[src/rtl/spc_pkg.sv]
package spc_pkg;
    // register index and wishbone byte addresses (byte address is four times the index)
    localparam logic [7:0] SPC_SOFT_IDX = 8'h08;
    localparam logic [7:0] SPC_HARD_IDX = 8'h09;
    localparam int SPC_ADDR_W = 6;
    localparam logic [5:0] SPC_SOFT_ADDR = 6'h20;
    localparam logic [5:0] SPC_HARD_ADDR = 6'h24;
    // field positions
    localparam int SPC_SEL_BIT = 7;
    localparam int SPC_SOFT_LSB = 4;
    localparam int SPC_HARD_LSB = 2;
    // reset values
    localparam logic [2:0] SPC_SOFT_RST = 3'h0;
    localparam logic [5:0] SPC_HARD_RST = 6'h00;
    localparam logic SPC_SEL_RST = 1'b0;
    // three-level pin encoding
    typedef enum logic [1:0] {
        SPC_LVL_LOW = 2'h0,
        SPC_LVL_MID = 2'h1,
        SPC_LVL_HIGH = 2'h2
    } spc_level_type;
    // capture sequencing states
    typedef enum logic [2:0] {
        SPC_ST_RESET = 3'b001,
        SPC_ST_CAPTURE = 3'b010,
        SPC_ST_HOLD = 3'b100
    } spc_state_type;
endpackage

[src/rtl/spc_sync.sv]
`timescale 1ns/10ps
module spc_sync #(
    parameter int WIDTH = 1
) (
    input wire logic ref_clk,
    input wire logic resetn,
    input wire logic [WIDTH-1:0] async_in,
    output logic [WIDTH-1:0] sync_out
);
    logic [WIDTH-1:0] meta_q;
    logic [WIDTH-1:0] sync_q;

    // two-stage synchroniser, first stage feeds only the second
    always_ff @(posedge ref_clk)
    begin
        if (!resetn)
        begin
            meta_q <= '0;
            sync_q <= '0;
        end
        else
        begin
            meta_q <= async_in;
            sync_q <= meta_q;
        end
    end
    assign sync_out = sync_q;
endmodule

[src/rtl/spc_top.sv]
// Contract
// Both capture registers are loaded once when reset is released and then held until the next reset.
// Bit 7 of the soft record holds the select pin level from the last reset, 0 soft mode, 1 hard mode.
// In soft mode bits 6 to 4 of the soft record hold a code made from pins 3 and 2.
// The soft code is 0 to 5 for pin 3 low/high crossed with pin 2 low/mid/high.
// In hard mode the soft code field reads zero.
// In hard mode bits 7 to 2 of the hard record hold the six pin levels from the last reset.
// The hard code is the binary value of pins 5 to 0 with pin 5 most significant.
// In soft mode the hard code field reads zero.
// Reserved bits read zero and writes to both records have no effect.
// Pin 2 arrives already decoded as a low, mid or high level.
//
// Implementation choice: register access over Wishbone.
`timescale 1ns/10ps
module spc_top (
    input wire logic ref_clk,
    input wire logic resetn,
    input wire logic config_select_pin,
    input wire logic [5:0] strap_pins,
    input wire logic [1:0] mid_level_input,
    input wire logic wb_cyc_i,
    input wire logic wb_stb_i,
    input wire logic wb_we_i,
    input wire logic [spc_pkg::SPC_ADDR_W-1:0] wb_adr_i,
    input wire logic [3:0] wb_sel_i,
    input wire logic [31:0] wb_dat_i,
    output logic [31:0] wb_dat_o,
    output logic wb_ack_o
);
    import spc_pkg::*;

    logic [8:0] pins_sync;
    logic sel_sync;
    logic [5:0] gpio_sync;
    logic [1:0] lvl_sync;
    spc_state_type state_q;
    spc_state_type state_d;
    logic sel_q;
    logic [2:0] soft_q;
    logic [5:0] hard_q;
    logic ack_q;
    logic [31:0] dat_q;
    logic [2:0] soft_code;
    logic [1:0] pin2_rank;
    logic capture;
    logic bus_req;
    logic hit_soft;
    logic hit_hard;
    logic [7:0] soft_word;
    logic [7:0] hard_word;
    logic [31:0] rd_data;
    // next values and per-pin capture
    logic fill_q;
    logic sel_d;
    logic [2:0] soft_d;
    logic [5:0] hard_d;
    logic ack_d;
    logic [31:0] dat_d;
    wire logic [5:0] hard_pick;
    logic rd_take;

    // straps come from board pins, so synchronise them first
    spc_sync #(.WIDTH(9)) u_sync (
        .ref_clk(ref_clk),
        .resetn(resetn),
        .async_in({config_select_pin, mid_level_input, strap_pins}),
        .sync_out(pins_sync)
    );
    // split the synchronised bundle
    assign sel_sync = pins_sync[8];
    assign lvl_sync = pins_sync[7:6];
    assign gpio_sync = pins_sync[5:0];

    // one spare cycle after release so the reset zeros leave the synchroniser
    always_ff @(posedge ref_clk)
    begin
        if (!resetn)
        begin
            fill_q <= 1'b0;
        end
        else
        begin
            fill_q <= 1'b1;
        end
    end

    // capture sequencer: wait for pins to pass the synchroniser, load once
    always_comb
    begin
        case (state_q)
            SPC_ST_RESET: state_d = fill_q ? SPC_ST_CAPTURE : SPC_ST_RESET;
            SPC_ST_CAPTURE: state_d = SPC_ST_HOLD;
            SPC_ST_HOLD: state_d = SPC_ST_HOLD;
            default: state_d = SPC_ST_RESET;
        endcase
    end
    // single capture point
    assign capture = (state_q == SPC_ST_CAPTURE);

    // sequencer state, back to idle on every reset
    always_ff @(posedge ref_clk)
    begin
        if (!resetn)
        begin
            state_q <= SPC_ST_RESET;
        end
        else
        begin
            state_q <= state_d;
        end
    end

    // pre-decoded pin 2 level
    assign pin2_rank = (lvl_sync == SPC_LVL_MID) ? 2'h1 :
                       (lvl_sync == SPC_LVL_HIGH) ? 2'h2 : 2'h0;
    // three-level soft code
    assign soft_code = (gpio_sync[3] ? 3'h3 : 3'h0) + {1'b0, pin2_rank};

    // hard field zero in soft mode
    // each pin keeps its own bit position
    for (genvar b = 0; b < 6; b++)
    begin : g_hard
        assign hard_pick[b] = sel_sync && gpio_sync[b];
    end

    // next values: load at the capture point, hold otherwise
    assign sel_d = capture ? sel_sync : sel_q;
    // soft field zero in hard mode
    assign soft_d = !capture ? soft_q : (sel_sync ? SPC_SOFT_RST : soft_code);
    assign hard_d = capture ? hard_pick : hard_q;

    // latched mode select
    always_ff @(posedge ref_clk)
    begin
        if (!resetn)
        begin
            sel_q <= SPC_SEL_RST;
        end
        else
        begin
            sel_q <= sel_d;
        end
    end

    // soft code record
    always_ff @(posedge ref_clk)
    begin
        if (!resetn)
        begin
            soft_q <= SPC_SOFT_RST;
        end
        else
        begin
            soft_q <= soft_d;
        end
    end

    // hard code record
    always_ff @(posedge ref_clk)
    begin
        if (!resetn)
        begin
            hard_q <= SPC_HARD_RST;
        end
        else
        begin
            hard_q <= hard_d;
        end
    end

    // select bit
    // soft field placement
    // reserved bits zero
    assign soft_word = {sel_q, soft_q, 4'h0};
    // hard field placement
    // binary pin value
    assign hard_word = {hard_q, 2'h0};

    // wishbone decode; unmapped reads return zero
    assign bus_req = wb_cyc_i && wb_stb_i && !ack_q;
    assign hit_soft = (wb_adr_i == SPC_SOFT_ADDR);
    assign hit_hard = (wb_adr_i == SPC_HARD_ADDR);
    // upper bytes read zero
    assign rd_data = hit_soft ? {24'h000000, soft_word} :
                     hit_hard ? {24'h000000, hard_word} : 32'h00000000;
    // writes acknowledged and discarded, only reads load data
    assign rd_take = bus_req && !wb_we_i;
    assign ack_d = bus_req;
    assign dat_d = rd_take ? rd_data : dat_q;

    // one-wait ack, a single-cycle pulse
    always_ff @(posedge ref_clk)
    begin
        if (!resetn)
        begin
            ack_q <= 1'b0;
        end
        else
        begin
            ack_q <= ack_d;
        end
    end

    // read data stands until the next read is taken
    always_ff @(posedge ref_clk)
    begin
        if (!resetn)
        begin
            dat_q <= 32'h00000000;
        end
        else
        begin
            dat_q <= dat_d;
        end
    end

    // outputs come straight from flip-flops
    assign wb_ack_o = ack_q;
    assign wb_dat_o = dat_q;
endmodule

[config.mk]
export PLATFORM = sky130hd
export DESIGN_NAME = spc_top
export DESIGN_NICKNAME = d
export VERILOG_FILES = /design/src/rtl/spc_pkg.sv /design/src/rtl/spc_sync.sv /design/src/rtl/spc_top.sv
export SDC_FILE = /design/constraint.sdc
export NUM_CORES = 1
export LEC_CHECK = 0
export BUFFER_PORTS_ARGS = -buffer_cell sky130_fd_sc_hd__buf_2
export CORE_UTILIZATION = 40
export DETAILED_ROUTE_END_ITERATION = 12
export PLACE_DENSITY = 0.74
export SLEW_MARGIN = 20
export SYNTH_ARGS = -nofsm -noshare
export SYNTH_HDL_FRONTEND = slang
export SYNTH_SLANG_ARGS = --single-unit
[constraint.sdc]
create_clock -name ref_clk -period 3 [get_ports ref_clk]
set_input_delay 0.9 -clock ref_clk [delete_from_list [all_inputs] [get_ports ref_clk]]
set_output_delay 0.9 -clock ref_clk [all_outputs]
set_load 0.01 [all_outputs]
Yosys cells after proc, flatten, opt, wreduce, memory -nomap -nowiden --
Cells that the tools add are included.
Operators by class: $add $sub $neg 1, equality and inequality tests 7, mux-type cells 9, reductions and logical operators 12
Operator list (number):
- 2-to-1 mux 8 bit | 2
- == test 6 bit (second input constant) | 2
- logical AND 1 bit | 9
- 2-to-1 mux 2 bit | 4
- one-hot mux 3 bit (2 select lines) | 1
- adder 2 x 2 -> 3 bit | 1
- == test 3 x 1 -> 1 bit (second input constant) | 1
- == test 3 x 2 -> 1 bit (second input constant) | 1
- == test 3 bit (second input constant) | 1
- 2-to-1 mux 3 bit | 1
- == test 2 x 1 -> 1 bit (second input constant) | 1
- == test 2 bit (second input constant) | 1
- logical NOT 1 bit | 2
- OR reduction 2 bit | 1
- 2-to-1 mux 1 bit | 1
Word-level totals: register bits after elaboration 65, bits of input ports 56, output and inout bits 33, word-level logic and storage cells 38

Longest topological paths before layout --
Gate-level depths: netlist (run 1).
depth after elaboration 5, depth in mapped cells 6

Modules after synthesis --
From an unflattened synthesis (run 1), not the netlist that was laid out.
Unflattened totals: cells, all modules 156, area total of the unflattened synthesis 1571.5 µm²
By module, submodules not included:
- spc_top | instances 1, cells an instance 119, area an instance 1069.8 µm²
- spc_sync | instances 1, cells an instance 37, area an instance 501.7 µm²

Least setup slack after synthesis (run 1) --
Ideal clock, no wire load.
path type input -> register, start input port wb_adr_i[1] in the netlist's numbering, end register dat_q[2], in the netlist wb_dat_o[2], setup time 0.087 ns, arrival 1.566 ns, required time 2.913 ns, slack 1.347 ns, stages on the path 3, buffers on the path 0, cell sequence nor4_1 > nand3_1 > o31ai_1
Between the ends: word-level cells in the longest chain between the ends 3
Ends and longest elaborated chain:
- from (decl) | RTL line spc_top.sv:24 | input wire logic [spc_pkg::SPC_ADDR_W-1:0] wb_adr_i,
- == test 6 bit | RTL line spc_top.sv:182 | assign hit_hard = (wb_adr_i == SPC_HARD_ADDR);
- 2-to-1 mux 8 bit | RTL line spc_top.sv:185 | hit_hard ? {24'h000000, hard_word} : 32'h00000000;
- 2-to-1 mux 8 bit * | RTL line spc_top.sv:184 | assign rd_data = hit_soft ? {24'h000000, soft_word} :
- to (signal assigned) | RTL line spc_top.sv:213 | dat_q <= dat_d;
- to (decl) | RTL line spc_top.sv:42 | logic [31:0] dat_q;
Mark *: on every way between the ends. The rest lies on a longest branch, timed or not. A chain may end at the register's enable or synchronous reset.

Worst setup path after layout (run 1) --
start register ack_q, in the netlist wb_ack_o, end output port wb_ack_o
RTL lines:
- from (decl) | RTL line spc_top.sv:41 | logic ack_q;
- from (signal assigned) | RTL line spc_top.sv:200 | ack_q <= ack_d;
- to (decl) | RTL line spc_top.sv:28 | output logic wb_ack_o
No word-level cell between the ends.

==> flow_metrics.py, run 1 <==
metrics = {
    "yosys": {
        "ys_top_cells_by_area": "dfxtp_1 50%, buf_4 13%, and2_1 7.3%",
        "syn_inst": 157,
        "synth-main-ff-cell": "dfxtp_1",
        "yosysMostFrequentCell": "dfxtp_1",
        "synth_edf_count": 0,
        "ys_seq_elements": 39,
        "synth-async-reset-ratio_pct": 0,
        "syn_avg_cell_area_sq_um": 9.87,
        "synth_common_cells": "39 x dfxtp_1, 26 x buf_4, 18 x and2_1, 13 x nand2_1, 13 x nand3_1",
        "yosys.cell_types.count": 28,
        "yosysWarnings": 0,
        "synth_top_area_share_pct": 50.4,
        "synth_seq_area_share_pct": 50.4,
        "yosysTopAreaCell": "dfxtp_1",
        "syn_area_sq_mm": 0.00155,
    },
    "sta": {
        "fin_setup_tns_ns": 0,
        "final.setup.worst_slack_ns": 1.33,
        "min_period_ns": 1.67,
        "finalSetupViolCount": 0,
        "finalHoldViolCount": 0,
        "rsz0062_at_grt": "no",
        "whs_ns": 0.433,
        "worst_clock_skew_ns": 0.000929,
        "slew_violations": 0,
        "min_period_over_period_pct": 55.5,
        "fmax_mhz": 600,
    },
    "clock_tree": {
        "h-tree-depth": 2,
        "cts_sinks": 39,
        "cts_buffer_depth": 2,
        "cts_buffers": 5,
        "cts_setup_buffers": 0,
        "clk_latency_ns": 0.29,
        "root_buffer": "clkbuf_8",
        "hold_buffers": 0,
        "clkTransAtPathRegs_ns": 0.07,
        "cts_tree": "done",
        "cts_resized": 0,
    },
    "finish": {
        "drive_above_1_share_pct": 19.2,
        "instances_no_fill": 230,
        "fin_area_sq_mm": 0.00172,
        "area_growth_pct": 11.1,
        "num-nets-final": 240,
        "antenna_cells": 0,
        "post-route-util_pct": 46.7,
    },
    "global_routing": {
        "grt_max_degree": 24,
        "track_usage_pct": 11.2,
        "grt_pass1_wl_mm": 3.35,
        "overflow": 0,
        "antenna_found_initial": 0,
        "grt_pass1_vias": 785,
    },
    "worst_setup_path": {
        "r2r_slack_ns": 1.42,
        "critPathSlowestCell": "dfxtp_1",
        "cp_cell_sequence": "buf_2",
        "worstSetupStartpoint": "wb_ack_o$_SDFF_PN0_",
        "crit_arrival_ns": 0.77,
        "crit_family": "flip-flops",
        "cp-start-kind": "flip-flop",
        "critPathMaxFanout": 3,
        "path_buf_inv": 1,
        "path_class": "reg2out",
        "crit_required_ns": 2.10,
        "cp-end-kind": "primary output",
        "r2r_start": "u_sync.sync_out[6]$_SDFF_PN0_",
        "slowest_delay_ns": 0.34,
    },
    "power_and_ir_drop": {
        "power_density_mw_per_mm2": 585,
        "ir_drop_mv": 0.276,
        "finalPower_mw": 1.01,
        "p_leak_nw": 0.722,
    },
    "hold_path": {
        "hp-start": "u_sync.meta_q[6]$_SDFF_PN0_",
        "hp-class": "reg2reg",
    },
    "die": {
        "die_width_um": 64.3,
        "boundaryPins": 89,
        "start_util_pct": 42.0,
        "core_sq_mm": 0.00369,
        "die-area_sq_mm": 0.00413,
        "die-height_um": 64.3,
        "rows": 22,
    },
    "placement": {
        "post-dp-hpwl_mm": 1.42,
        "dp.cells": 223,
        "placed_area_sq_mm": 0.00162,
        "place_worst_setup_slack_ns": 1.05,
        "gp_congestion": 0.698,
        "io_buffers": 26,
    },
    "routing": {
        "firstDrtPassIters": 4,
        "vias": 930,
        "drt-total-wl_mm": 1.98,
        "drtIter0Drc": 42,
        "avgViaCountPerCell": 4.04,
        "wl_per_cell_um": 8.62,
        "drtAntennaViolNets": 0,
        "drc": 0,
    },
    "run": {
        "maxCapViolCount": 0,
    },
    "run_status": {
        "status": "finished clean",
    },
}
[kinds of logic (layout without fill, tap and decap cells)]
| family | after synthesis | after routing | synth area share (%) |
|---|---|---|---|
| xor+xnor | 1 | 1 | 0.565 |
| buf+inv | 36 | 36 | 15.0 |
| fa+ha+maj | 2 | 2 | 2.10 |
| mux | 4 | 4 | 2.58 |
| compound gates | 16 | 16 | 7.75 |
| flops | 39 | 39 | 50.4 |
| simple gates | 58 | 58 | 21.4 |
| other cells | 1 | 26 | 0.242 |
[flip-flops by register name, indices dropped and copies added (netlist names)]
| register | count |
|---|---|
| u_sync.meta_q | 9 |
| sel_q | 1 |
| u_sync.sync_out | 9 |
| wb_dat_o | 6 |
| wb_ack_o | 1 |
| soft_q | 3 |
| state_q | 3 |
| hard_q | 6 |
| fill_q | 1 |
[final cells by class]
type,count,area (sq um)
flip-flops and latches,39,781
fillers,371,1970
clock buffers,5,68.8
multi-input cells,107,631
clock inverters,2,37.5
repair buffers,27,138
inverters,2,7.51
well taps,48,60.1
[path summary, 6_finish.rpt]
kind	end	cells past startpoint
worst max-delay path	wb_ack_o	1
worst min-delay path	u_sync.sync_out[6]$_SDFF_PN0_	1
worst max register to register	soft_q[1]$_SDFFE_PN0N_	6
worst min register to register	u_sync.sync_out[6]$_SDFF_PN0_	1
[cell usage in the layout (no fill, tap or decap), types with 2 or more instances in the layout]
master    synthesis  layout
and2_1           18      18
buf_2             0      26
o31ai_1           6       6
clkbuf_8          0       5
inv_1             2       2
conb_1            1      26
mux2i_1           4       4
a21boi_1          2       2
nand2_1          13      13
nand3_1          13      13
nor2_1            2       2
dfxtp_1          39      39
a21boi_0          8       8
or3_1             2       2
[per-layer routing]
layer	global-route usage, %	vias to the layer above	share of wire, %
li1	-	511	-
met1	13.1	382	49
met2	15.9	32	42
met3	4.82	5	6.4
met4	8.33	0	2.9
met5	0	-	0
[power by group]
| group | switching (mW) | internal, mW | total, mW |
|---|---|---|---|
| combinational | 0.0334 | 0.0229 | 0.0563 |
| sequential | 0.00678 | 0.533 | 0.540 |
| clock | 0.169 | 0.243 | 0.412 |
| total | 0.209 | 0.798 | 1.01 |
No activity file was read; power rests on OpenSTA's default activity.
==> inputs of run 2 (changes only) <==
CORE_UTILIZATION = 39   (was 40)
PLACE_DENSITY = 0.75   (was 0.74)
clock period = 1.4 ns   (was 3 ns; I/O delays follow)
==> run 2 against run 1 <==
Effect of this change: the run now ends with negative setup slack left; critical path depth is 5 higher; setup slack worse by 1.5 ns; power is 140% higher; clock skew is 0.0061 ns higher; register-to-register slack worse by 1.6 ns; non-clock buffer count is 5 higher; first-iteration DRC count is 48% lower; die area is 2.5% higher; clock-buffer cell count is 1 higher.
==> flow_metrics.py, run 2 (synthesis results as in run 1) <==
metrics = {
    "placement": {
        "gp_congestion": 0.685,
        "io_buffers": 26,
        "place_worst_setup_slack_ns": -0.141,
        "post-dp-hpwl_mm": 1.56,
        "dp.cells": 228,
        "placed_area_sq_mm": 0.00165,
    },
    "die": {
        "die_width_um": 65.0,
        "core_sq_mm": 0.00374,
        "die-height_um": 65.0,
        "die-area_sq_mm": 0.00423,
        "boundaryPins": 89,
        "rows": 22,
        "start_util_pct": 41.4,
    },
    "routing": {
        "drtAntennaViolNets": 0,
        "firstDrtPassIters": 2,
        "drc": 0,
        "drtIter0Drc": 22,
        "avgViaCountPerCell": 4.17,
        "vias": 985,
        "wl_per_cell_um": 9.12,
        "drt-total-wl_mm": 2.15,
    },
    "worst_setup_path": {
        "critPathMaxFanout": 2,
        "cp-start-kind": "flip-flop",
        "crit_required_ns": 1.63,
        "path_class": "reg2reg",
        "crit_arrival_ns": 1.76,
        "reg2regPathDepth": 6,
        "cp-end-kind": "flip-flop",
    },
    "global_routing": {
        "track_usage_pct": 10.9,
        "antenna_found_initial": 0,
        "grt_max_degree": 17,
        "grt_pass1_wl_mm": 3.35,
        "overflow": 0,
        "grt_pass1_vias": 789,
    },
    "sta": {
        "worst_clock_skew_ns": 0.00703,
        "final.setup.worst_slack_ns": -0.131,
        "slew_violations": 0,
        "min_period_ns": 1.53,
        "finalHoldViolCount": 0,
        "min_period_over_period_pct": 109,
        "finalSetupViolCount": 2,
        "rsz0062_at_grt": "yes",
        "fmax_mhz": 653,
    },
    "clock_tree": {
        "cts_sinks": 39,
        "cts_buffer_depth": 2,
        "clk_latency_ns": 0.29,
        "root_buffer": "clkbuf_8",
        "h-tree-depth": 2,
        "cts_buffers": 5,
        "clkTransAtPathRegs_ns": 0.08,
        "cts_tree": "done",
        "hold_buffers": 0,
    },
    "hold_path": {
        "min_path_cells": 2,
        "hp-class": "in2reg",
    },
    "run_status": {
        "status": "finished, violations left",
        "violations": "negative setup slack",
    },
    "finish": {
        "num-nets-final": 245,
        "layout_common_cells": "38 x dfxtp_1, 26 x conb_1, 26 x buf_2",
        "antenna_cells": 0,
        "area_growth_pct": 16.8,
        "final_common_cell": "dfxtp_1",
        "fin_area_sq_mm": 0.00181,
        "drive_above_1_share_pct": 23.9,
        "instances_no_fill": 236,
    },
    "power_and_ir_drop": {
        "power_density_mw_per_mm2": 1320,
        "p_leak_nw": 0.761,
        "ir_drop_mv": 0.743,
    },
    "run": {
        "maxCapViolCount": 0,
    },
}
-- run 2: changes by cell type in the layout (fill, tap and decap cells not counted), sizes merged --
| cell | previous run | this run |
|---|---|---|
| clkinvlp | 1 | 0 |
| bufinv | 1 | 2 |
| buf | 27 | 32 |
| clkbuf | 5 | 6 |
-- run 2: worst paths after layout --
kind                                       from                       endpoint  slack [ns]
setup / recovery  u_sync.sync_out[6]$_SDFF_PN0_         soft_q[1]$_SDFFE_PN0N_       -0.13
hold reg to reg     u_sync.meta_q[4]$_SDFF_PN0_  u_sync.sync_out[4]$_SDFF_PN0_        0.43
setup reg to reg  u_sync.sync_out[6]$_SDFF_PN0_         soft_q[1]$_SDFFE_PN0N_       -0.13
hold / removal                    strap_pins[3]    u_sync.meta_q[3]$_SDFF_PN0_        0.33
-- run 2: timing repair --
| item | CTS | global route |
|---|---|---|
| gates cloned | 0 | 0 |
| setup buffers | 0 | 0 |
| resized for setup | 0 | 7 |
| pin swaps | 2 | 2 |
| setup endpoints to repair | 2 | 2 |
-- run 2: critical path, cell delays in order, from the launching register on --
cell      delay [ns]
dfxtp_2         0.32
nor2b_4         0.12
ha_4            0.15
inv_2           0.04
fa_2            0.41
or3_1           0.31
a21boi_1        0.11
-- run 2: area by class of cell --
class                   count  area, sq um
clock buffers               6         72.6
clock inverters             2         60.1
fillers                   372         1930
inverters                   2         7.51
multi-input cells         107          653
flip-flops and latches     39          782
well taps                  48         60.1
repair buffers             32          175
-- run 2: per-stage QoR --
| step | total power, mW | util (%) | TNS, ns | hold slack, ns |
|---|---|---|---|---|
| after floorplan | 1.32 | - | -0.124 | 0.412 |
| after global placement | 1.31 | 44.2 | -0.419 | 0.418 |
| after detailed placement | 1.31 | 44.2 | -0.290 | 0.418 |
| after CTS | 2.40 | 47.7 | -0.243 | 0.315 |
| after global routing | 2.47 | 48.4 | -0.380 | 0.326 |
| final | 2.38 | 48.4 | -0.245 | 0.326 |
-- run 2: where the power goes --
| group | total [mW] | switching, mW | internal (mW) |
|---|---|---|---|
| logic | 0.134 | 0.0746 | 0.0591 |
| clock network | 1.09 | 0.378 | 0.712 |
| registers | 1.16 | 0.0160 | 1.14 |
| total | 2.38 | 0.469 | 1.91 |
-- run 2: metal layers --
metal | up-vias | share of wire (%) | GRT usage, %
met1 | 424 | 45 | 12.0
met4 | 0 | 2.7 | 6.52
met5 | - | 0 | 0
met3 | 6 | 7.1 | 5.99
met2 | 32 | 45 | 16.4
li1 | 523 | - | -
